**src/icr_pkg.sv**
```systemverilog
// constants for the interrupt control register block
package icr_pkg;
   // apb byte offsets
   localparam logic [7:0] ICR_OFF_MAIN = 8'h00;
   localparam logic [7:0] ICR_OFF_EDGE = 8'h04;
   localparam logic [7:0] ICR_OFF_EXT = 8'h08;
   localparam logic [7:0] ICR_OFF_MODE = 8'h0c;
   localparam logic [7:0] ICR_OFF_IOC = 8'h10;
   localparam logic [7:0] ICR_OFF_PERF = 8'h14;
   localparam logic [7:0] ICR_OFF_PERE = 8'h18;
   localparam logic [7:0] ICR_OFF_PERP = 8'h1c;
   localparam logic [7:0] ICR_OFF_CORE = 8'h20;
   // main register fields
   localparam int ICR_B_GEN = 7;
   localparam int ICR_B_PEN = 6;
   localparam int ICR_B_T0E = 5;
   localparam int ICR_B_X0E = 4;
   localparam int ICR_B_PCE = 3;
   localparam int ICR_B_T0F = 2;
   localparam int ICR_B_X0F = 1;
   localparam int ICR_B_PCF = 0;
   // edge/priority register fields
   localparam int ICR_B_PUD = 7;
   localparam int ICR_B_EDG0 = 6;
   localparam int ICR_B_T0P = 2;
   localparam int ICR_B_X3P = 1;
   localparam int ICR_B_PCP = 0;
   // external register fields, then the mode register bit
   localparam int ICR_B_X2P = 7;
   localparam int ICR_B_X1P = 6;
   localparam int ICR_B_X1E = 3;
   localparam int ICR_B_X1F = 0;
   localparam int ICR_B_PRI = 7;
   // reset values
   localparam logic [7:0] ICR_RST_MAIN = 8'h00;
   localparam logic [7:0] ICR_RST_EDGE = 8'hff;
   localparam logic [7:0] ICR_RST_EXT = 8'hc0;
   localparam logic [7:0] ICR_RST_ZERO = 8'h00;
   // vectors, peripheral count and request states
   localparam logic [15:0] ICR_VEC_HIGH = 16'h0008;
   localparam logic [15:0] ICR_VEC_LOW = 16'h0018;
   localparam int ICR_NPER = 8;
   typedef enum logic [2:0] {
      ICR_IDLE = 3'b001,
      ICR_LOW = 3'b010,
      ICR_HIGH = 3'b100
   } icr_state_t;
endpackage

```
**src/icr_top.sv**
```systemverilog
// interrupt control registers with apb slave and core request logic
//
// Overview of operation
// - flags set regardless of source and global enables; pin change needs its per-pin enable
// - compat mode: bit 7 gates all interrupts
// - priority mode: bit 7 gates high priority
// - compat mode: bit 6 gates peripheral sources
// - priority mode: bit 6 gates low priority
// - main register holds three source enables
// - timer overflow flag sticky until cleared
// - external zero flag set on edge
// - pin change flag on upper pins
// - mismatch keeps setting flag until port read
// - per-pin change enables reset disabled
// - bit 7 disables all port pull-ups
// - edge select bits: one rising, zero falling
// - timer, ext three, pin-change priority bits
// - ext two and one priority bits
// - ext three, two, one enables
// - ext three, two, one sticky flags
// - peripheral flags in separate bank
// - priority mode bit, reset to compatibility
// - request when flag, enable, global set
// - taking clears enable, return sets again
// - high preempts low, never reverse
//
// Design decisions made here: the APB register port and the register offsets.
`timescale 1ns/1ps
module icr_top #(
   parameter int NPER = icr_pkg::ICR_NPER
) (
   input wire logic mclk, // system clock
   input wire logic reset, // synchronous reset, high
   input wire logic psel, // apb select
   input wire logic penable, // apb enable
   input wire logic pwrite, // apb direction
   input wire logic [7:0] paddr, // apb byte address
   input wire logic [31:0] pwdata, // apb write data
   output logic [31:0] prdata, // apb read data
   output logic pready, // apb ready
   output logic pslverr, // apb error
   input wire logic timer_zero_ovf, // timer overflow pulse
   input wire logic [3:0] ext_irq_pins, // external pins 3..0
   input wire logic [3:0] port_b_pins, // upper port pins 7..4
   input wire logic [NPER-1:0] per_events, // peripheral event pulses
   input wire logic irq_ack, // core takes the request
   input wire logic return_from_interrupt, // core return pulse
   output logic irq_req, // request to core
   output logic [15:0] irq_vector, // vector address
   output logic port_pullup_disable // pull-ups off
);
   import icr_pkg::*;

   // ----------------------------------------
   // registers and sync
   // ----------------------------------------
   logic [7:0] main_q, edge_q, ext_q;
   logic priority_mode_enable_q;
   logic [3:0] per_pin_change_enables_q;
   logic [NPER-1:0] pflag_q, pen_q, pprio_q;
   logic [3:0] xs1_q, xs2_q, xs3_q, ps1_q, ps2_q, latch_q;
   logic rd_pend_q, rd_pend2_q;
   logic in_high_q, in_low_q;
   icr_state_t st_q;

   logic wr, rd;
   logic [3:0] xe, xen, xf, xp, xedge;
   logic pc_mis;
   logic hi_ok, lo_ok, compat_ok;

   assign wr = psel && penable && pwrite;
   assign rd = psel && penable && !pwrite;

   function automatic logic hit(input logic [7:0] a, input logic [7:0] o);
      return a == o;
   endfunction

   // external pin views: index 0..3
   assign xen = {ext_q[ICR_B_X1E+2], ext_q[ICR_B_X1E+1], ext_q[ICR_B_X1E],
                 main_q[ICR_B_X0E]};
   assign xf = {ext_q[ICR_B_X1F+2], ext_q[ICR_B_X1F+1], ext_q[ICR_B_X1F],
                main_q[ICR_B_X0F]};
   assign xp = {edge_q[ICR_B_X3P], ext_q[ICR_B_X2P], ext_q[ICR_B_X1P],
                1'b1}; // ext zero is always high priority
   assign xedge = {edge_q[ICR_B_EDG0-3], edge_q[ICR_B_EDG0-2],
                   edge_q[ICR_B_EDG0-1], edge_q[ICR_B_EDG0]};

   // two-stage sync, then a third stage for edges
   always_ff @(posedge mclk) begin
      if (reset) begin
         xs1_q <= 4'h0;
         xs2_q <= 4'h0;
         xs3_q <= 4'h0;
         ps1_q <= 4'h0;
         ps2_q <= 4'h0;
      end else begin
         xs1_q <= ext_irq_pins;
         xs2_q <= xs1_q;
         xs3_q <= xs2_q;
         ps1_q <= port_b_pins;
         ps2_q <= ps1_q;
      end
   end

   // edge detection per pin
   genvar g;
   generate
      for (g = 0; g < 4; g++) begin : g_edge
         assign xe[g] = xedge[g] ? (xs2_q[g] && !xs3_q[g])
                                 : (!xs2_q[g] && xs3_q[g]);
      end
   endgenerate

   // mismatch against port value latched by a read
   assign pc_mis = |((ps2_q ^ latch_q) & per_pin_change_enables_q);

   // port read latches pins one and again two cycles later
   always_ff @(posedge mclk) begin
      if (reset) begin
         latch_q <= 4'h0;
         rd_pend_q <= 1'b0;
         rd_pend2_q <= 1'b0;
      end else begin
         rd_pend_q <= rd && hit(paddr, ICR_OFF_IOC);
         rd_pend2_q <= rd_pend_q;
         if (rd_pend_q || rd_pend2_q)
            latch_q <= ps2_q;
      end
   end

   // ----------------------------------------
   // register writes and flags
   // ----------------------------------------
   always_ff @(posedge mclk) begin
      if (reset) begin
         main_q <= ICR_RST_MAIN;
         edge_q <= ICR_RST_EDGE;
         ext_q <= ICR_RST_EXT;
         priority_mode_enable_q <= 1'b0;
         per_pin_change_enables_q <= 4'h0;
         pen_q <= '0;
         pprio_q <= '0;
      end else begin
         if (wr && hit(paddr, ICR_OFF_MAIN))
            main_q <= pwdata[7:0];
         if (wr && hit(paddr, ICR_OFF_EDGE))
            edge_q <= pwdata[7:0];
         if (wr && hit(paddr, ICR_OFF_EXT))
            ext_q <= pwdata[7:0];
         if (wr && hit(paddr, ICR_OFF_MODE))
            priority_mode_enable_q <= pwdata[ICR_B_PRI];
         if (wr && hit(paddr, ICR_OFF_IOC))
            per_pin_change_enables_q <= pwdata[3:0];
         if (wr && hit(paddr, ICR_OFF_PERE))
            pen_q <= pwdata[NPER-1:0];
         if (wr && hit(paddr, ICR_OFF_PERP))
            pprio_q <= pwdata[NPER-1:0];
         // hardware set wins over software write, after the write
         if (timer_zero_ovf)
            main_q[ICR_B_T0F] <= 1'b1;
         if (xe[0])
            main_q[ICR_B_X0F] <= 1'b1;
         if (pc_mis)
            main_q[ICR_B_PCF] <= 1'b1;
         for (int i = 1; i < 4; i++)
            if (xe[i])
               ext_q[ICR_B_X1F+i-1] <= 1'b1;
         // taking an interrupt clears the admitting enable
         if (irq_ack && irq_req) begin
            if (!priority_mode_enable_q || st_q == ICR_HIGH)
               main_q[ICR_B_GEN] <= 1'b0;
            else
               main_q[ICR_B_PEN] <= 1'b0;
         end else if (return_from_interrupt) begin
            if (!priority_mode_enable_q || in_high_q)
               main_q[ICR_B_GEN] <= 1'b1;
            else
               main_q[ICR_B_PEN] <= 1'b1;
         end
      end
   end

   // peripheral flag bank, write one to clear
   always_ff @(posedge mclk) begin
      if (reset)
         pflag_q <= '0;
      else
         pflag_q <= (wr && hit(paddr, ICR_OFF_PERF) ?
                     pflag_q & ~pwdata[NPER-1:0] : pflag_q)
                    | per_events;
   end

   // ----------------------------------------
   // request logic
   // ----------------------------------------
   logic [NPER-1:0] pact;
   logic core_hi, core_lo, per_hi, per_lo, core_any, per_any;
   logic t0a, pca;
   logic [3:0] xa;
   assign t0a = main_q[ICR_B_T0F] && main_q[ICR_B_T0E];
   assign pca = main_q[ICR_B_PCF] && main_q[ICR_B_PCE];
   assign xa = xf & xen;
   assign pact = pflag_q & pen_q;
   assign core_hi = (t0a && edge_q[ICR_B_T0P]) || (pca && edge_q[ICR_B_PCP])
                    || |(xa & xp);
   assign core_lo = (t0a && !edge_q[ICR_B_T0P])
                    || (pca && !edge_q[ICR_B_PCP]) || |(xa & ~xp);
   assign per_hi = |(pact & pprio_q);
   assign per_lo = |(pact & ~pprio_q);
   assign core_any = t0a || pca || |xa;
   assign per_any = |pact;
   // compat: bit7 all, bit6 peripherals only
   assign compat_ok = main_q[ICR_B_GEN] &&
                      (core_any || (per_any && main_q[ICR_B_PEN]));
   assign hi_ok = main_q[ICR_B_GEN] && (core_hi || per_hi);
   assign lo_ok = main_q[ICR_B_GEN] && main_q[ICR_B_PEN]
                  && (core_lo || per_lo) && !in_high_q;

   // service nesting tracker
   always_ff @(posedge mclk) begin
      if (reset) begin
         in_high_q <= 1'b0;
         in_low_q <= 1'b0;
      end else if (irq_ack && irq_req) begin
         if (st_q == ICR_HIGH)
            in_high_q <= 1'b1;
         else
            in_low_q <= 1'b1;
      end else if (return_from_interrupt) begin
         if (in_high_q)
            in_high_q <= 1'b0;
         else
            in_low_q <= 1'b0;
      end
   end

   // request state, outputs registered
   always_ff @(posedge mclk) begin
      if (reset) begin
         st_q <= ICR_IDLE;
         irq_req <= 1'b0;
         irq_vector <= ICR_VEC_HIGH;
      end else begin
         case (st_q)
            ICR_IDLE, ICR_LOW, ICR_HIGH: begin
               if (!priority_mode_enable_q) begin
                  st_q <= compat_ok && !in_high_q ? ICR_HIGH : ICR_IDLE;
                  irq_req <= compat_ok && !in_high_q;
                  irq_vector <= ICR_VEC_HIGH;
               end else if (hi_ok && !in_high_q) begin
                  st_q <= ICR_HIGH;
                  irq_req <= 1'b1;
                  irq_vector <= ICR_VEC_HIGH;
               end else if (lo_ok && !in_low_q) begin
                  st_q <= ICR_LOW;
                  irq_req <= 1'b1;
                  irq_vector <= ICR_VEC_LOW;
               end else begin
                  st_q <= ICR_IDLE;
                  irq_req <= 1'b0;
               end
               if (irq_ack && irq_req) begin
                  st_q <= ICR_IDLE;
                  irq_req <= 1'b0;
               end
            end
            default: begin
               st_q <= ICR_IDLE;
               irq_req <= 1'b0;
            end
         endcase
      end
   end

   // ----------------------------------------
   // apb read side
   // ----------------------------------------
   always_ff @(posedge mclk) begin
      if (reset) begin
         prdata <= 32'h0000_0000;
         pready <= 1'b0;
         pslverr <= 1'b0;
         port_pullup_disable <= 1'b1;
      end else begin
         port_pullup_disable <= edge_q[ICR_B_PUD];
         pready <= psel && !penable;
         pslverr <= 1'b0;
         prdata <= 32'h0000_0000;
         if (psel && !penable) begin
            case (paddr)
               ICR_OFF_MAIN: prdata[7:0] <= main_q;
               ICR_OFF_EDGE: prdata[7:0] <= edge_q;
               ICR_OFF_EXT: prdata[7:0] <= ext_q;
               ICR_OFF_MODE: prdata[ICR_B_PRI] <= priority_mode_enable_q;
               ICR_OFF_IOC: prdata[7:0] <= {ps2_q, per_pin_change_enables_q};
               ICR_OFF_PERF: prdata[NPER-1:0] <= pflag_q;
               ICR_OFF_PERE: prdata[NPER-1:0] <= pen_q;
               ICR_OFF_PERP: prdata[NPER-1:0] <= pprio_q;
               ICR_OFF_CORE: prdata[3:0] <= {in_low_q, in_high_q, st_q == ICR_LOW,
                                         st_q == ICR_HIGH};
               default: pslverr <= 1'b1;
            endcase
         end
      end
   end
endmodule

```
**config.mk**
```make
export PLATFORM = sky130hd
export DESIGN_NAME = icr_top
export DESIGN_NICKNAME = d
export VERILOG_FILES = /design/src/icr_pkg.sv /design/src/icr_top.sv
export SDC_FILE = /design/constraint.sdc
export NUM_CORES = 1
export LEC_CHECK = 0
export BUFFER_PORTS_ARGS = -buffer_cell sky130_fd_sc_hd__buf_2
export CORE_ASPECT_RATIO = 0.6
export CORE_MARGIN = 2
export CORE_UTILIZATION = 50
export CTS_CLUSTER_SIZE = 40
export DETAILED_ROUTE_END_ITERATION = 8
export GPL_TIMING_DRIVEN = 0
export MAX_ROUTING_LAYER = met4
export PLACE_DENSITY_LB_ADDON = 0.3
export SETUP_SLACK_MARGIN = 0.5
export SYNTH_ARGS = -nofsm -noshare
export SYNTH_HDL_FRONTEND = slang
export SYNTH_SLANG_ARGS = --single-unit
```
**constraint.sdc**
```tcl
create_clock -name mclk -period 2.2 [get_ports mclk]
set_input_delay 0.44 -clock mclk [delete_from_list [all_inputs] [get_ports mclk]]
set_output_delay 0.44 -clock mclk [all_outputs]
set_load 0.01 [all_outputs]
```
==> out/results.txt <==
Crit. End Element = register
Critical path buffers and inverters = 1
Async S/R FF share, synth = 0
area delta synth->final = 31.12%
Cell Int Power = 0.002824 W
Tmin final = 1819 ps
H-tree levels = 3
IO Port Bufs = 51
Worst Path Required = 2460 ps
slowest cell delay on critical path = 540 ps
maximum fanout along the worst path = 4
antenna-violating nets left = 0
Worst Hold Depth = 2
first-pass GRT wire length = 22.96 mm
WP data arrival = 2080 ps
Reg clk slew, reported paths = 70 ps
slowest stage cell on the critical path = or4b_4
clock root buffer = clkbuf_16
latest clock arrival within the worst-skew pair = 350 ps
clock tree buffer depth = 2
Hold Crit Class = in -> reg
dominant synthesized flop cell = dfxtp_1
Synth cell types = 50
initial antenna violation count = 0
Vias = 4325
Seq/Total Area, Yosys = 0.4351
met2 wire len = 6.435 mm
TritonCTS Buffers = 9
share of post-route cells with drive strength above 1 = 0.2904
n_diodes = 0
TritonCTS clock tree = yes
vias in the first global route = 3957
wire per inst = 20.45 um
top-count cell post-synth = dfxtp_1
met3 WL = 1.681 mm
DIE WIDTH = 126.0 um
Max VDD drop = 0.0004253 V
synthesized flop and latch total = 97
critical path class = in -> reg
Critical Path Source Type = primary input
grt ovf = 0
pin count of the biggest net entering global routing = 18
placed cell areas = 0.005052 mm2
# IOs = 116
standard-cell row count = 26
Crit path max-delay family = simple AND/OR/NAND/NOR gates
Setup violations, final = 0
Initial Util = 0.5197
Max Used Layer = met4
Synth area leaders = dfxtp_1 44%, buf_4 6.6%, mux2i_1 5.8%
Final GP Congestion = 1.020
DR vias/cell = 5.774
Fin. Hold Viols = 0
Max-Cap Viols = 0
CP Depth = 6
fin nets = 696
Mapped Area = 0.004463 mm2
Reg2Reg Depth = 4
initial DRC count = 454
Synth Warn # = 0
top cells by count, synth = 97 x dfxtp_1, 62 x nand2_1, 42 x a21oi_1, 39 x buf_4, 39 x nand3_1
switching share of power = 0.2511
post-synth top area cell = dfxtp_1
RSZ-0062 raised after global routing = yes
Pre-antenna DRT Iters = 8
Die ar. = 0.009722 mm2
share of the synthesized area in the top cell type = 0.4351
sw power = 0.0009471 W
Final Cell Area = 0.005852 mm2
HPWL Detailed = 11.28 mm
Max Clk Rate = 0.5497 GHz
P_leak = 2.462 nW
worst-margin pin slew = 758.7 ps
core footprint = 0.008588 mm2
power share of the sequential group = 0.484
Residual DRC = 0
outcome = finished clean
Comb pwr share = 0.085
Post-synth EDFFs = 0
# hold bufs at CTS = 0
Die H = 77.18 um
PD cells = 644.5 mW/mm2
Clk network pwr share = 0.430
met1 wire length = 6.903 mm
total track usage = 0.3225
Post-Route WL = 15.32 mm
Final Cycle Share = 0.8270
total design power = 0.003771 W
max_slew headroom = 0.4942
# clock sinks = 97
worst path cell trace = buf_8 > or4b_4 > or4_4 > o2bb2ai_4 > a221oi_4 > a31oi_1
Clock Skews = 6.138 ps
Mapped Cells = 516
Final Slew Violations = 0
Syn Area/Cell = 8.649 um2
-- power by group through the flow --
| stage | Clock (W) | Combinational [W] | Sequential, W |
|---|---|---|---|
| after floorplan | 0 | 0.000178 | 0.00185 |
| after global placement | 0 | 0.000274 | 0.00186 |
| after detailed placement | 0 | 0.000279 | 0.00186 |
| after CTS | 0.00163 | 0.000296 | 0.00182 |
| after global routing | 0.00171 | 0.000345 | 0.00183 |
| final | 0.00162 | 0.000322 | 0.00183 |
-- what timing repair did --
action	CTS	global route
resized for setup	33	51
endpoints found under the setup margin	57	55
setup buffers	10	6
endpoints found under the hold margin	0	0
pin swaps	10	20
gates cloned	0	1
-- placed cells by master, fill, tap and decap left out, types with 5 or more instances in the layout --
master     count
o21ai_0       11
conb_1        39
nand2_1       52
xor2_1         5
a21oi_2        8
nor2_1        33
buf_4         51
dfxtp_1       93
buf_2         47
clkbuf_2       5
nand3_1       36
a222oi_1       7
o22ai_1        6
nor2b_1       25
or3b_2         6
a22oi_1        8
nand2_4        7
a21oi_1       34
mux2i_1       26
nand4_1        8
inv_1          5
a31oi_1        9
buf_6          7
nand3b_1      11
clkbuf_16     10
clkbuf_1       7
-- final cells by class --
cell class              count  area [um2]
flip-flops and latches     97        1947
plain buffers              60       421.7
fillers                   703        2736
repair buffers             68       499.2
inverters                   5       18.77
clock inverters             7       78.83
well taps                 112       140.1
multi-input cells         391        2521
clock buffers               9       225.2
-- metrics by stage --
step | setup TNS (ps) | utilization | setup WS [ps] | std cells | hold WS, ps
2_1_floorplan | 0 | - | 307.2 | 553 | 413.8
3_3_place_gp | -5027 | 0.5883 | -278.2 | 716 | 415.6
3_5_place_dp | -4642 | 0.5883 | -252.3 | 716 | 425.3
4_1_cts | 0 | 0.6517 | 393.8 | 742 | 278.7
5_1_grt | 0 | 0.6814 | 370.1 | 749 | 275.6
6_report | 0 | 0.6814 | 380.7 | 749 | 283.6
-- state kept, by name, summed over array words and instances, names as in the netlist, 3 cells and up --
register                  count
xs3_q                         4
main_q                        8
ps2_q                         4
latch_q                       4
pprio_q                       8
pen_q                         8
ps1_q                         4
xs1_q                         4
st_q                          3
xs2_q                         4
edge_q                        8
ext_q                         8
prdata                        8
pflag_q                       8
per_pin_change_enables_q      4
-- per-layer routing --
layer,GRT usage,vias up
li1,-,2003
met1,0.4562,2037
met2,0.4478,252
met5,-,-
met4,0.09011,0
met3,0.09211,33
-- path summary, 6_finish.rpt --
kind         startpoint         to  slack (ps)
max reg2reg  pprio_q[5]    irq_req         530
max            paddr[3]  prdata[1]         380
min              pwrite  rd_pend_q         280
min reg2reg    ps1_q[1]   ps2_q[1]         440
-- kinds of logic after synthesis --
family / after synthesis / synth area share
AND/OR/NAND/NOR: 216 / 0.2557
AO/OA/AOI/OAI: 105 / 0.1508
flip-flops: 97 / 0.4351
buffers and inverters: 65 / 0.08859
multiplexers: 26 / 0.05831
XOR/XNOR: 5 / 0.009812
other: 2 / 0.001683
No activity file was read; power rests on OpenSTA's default activity.
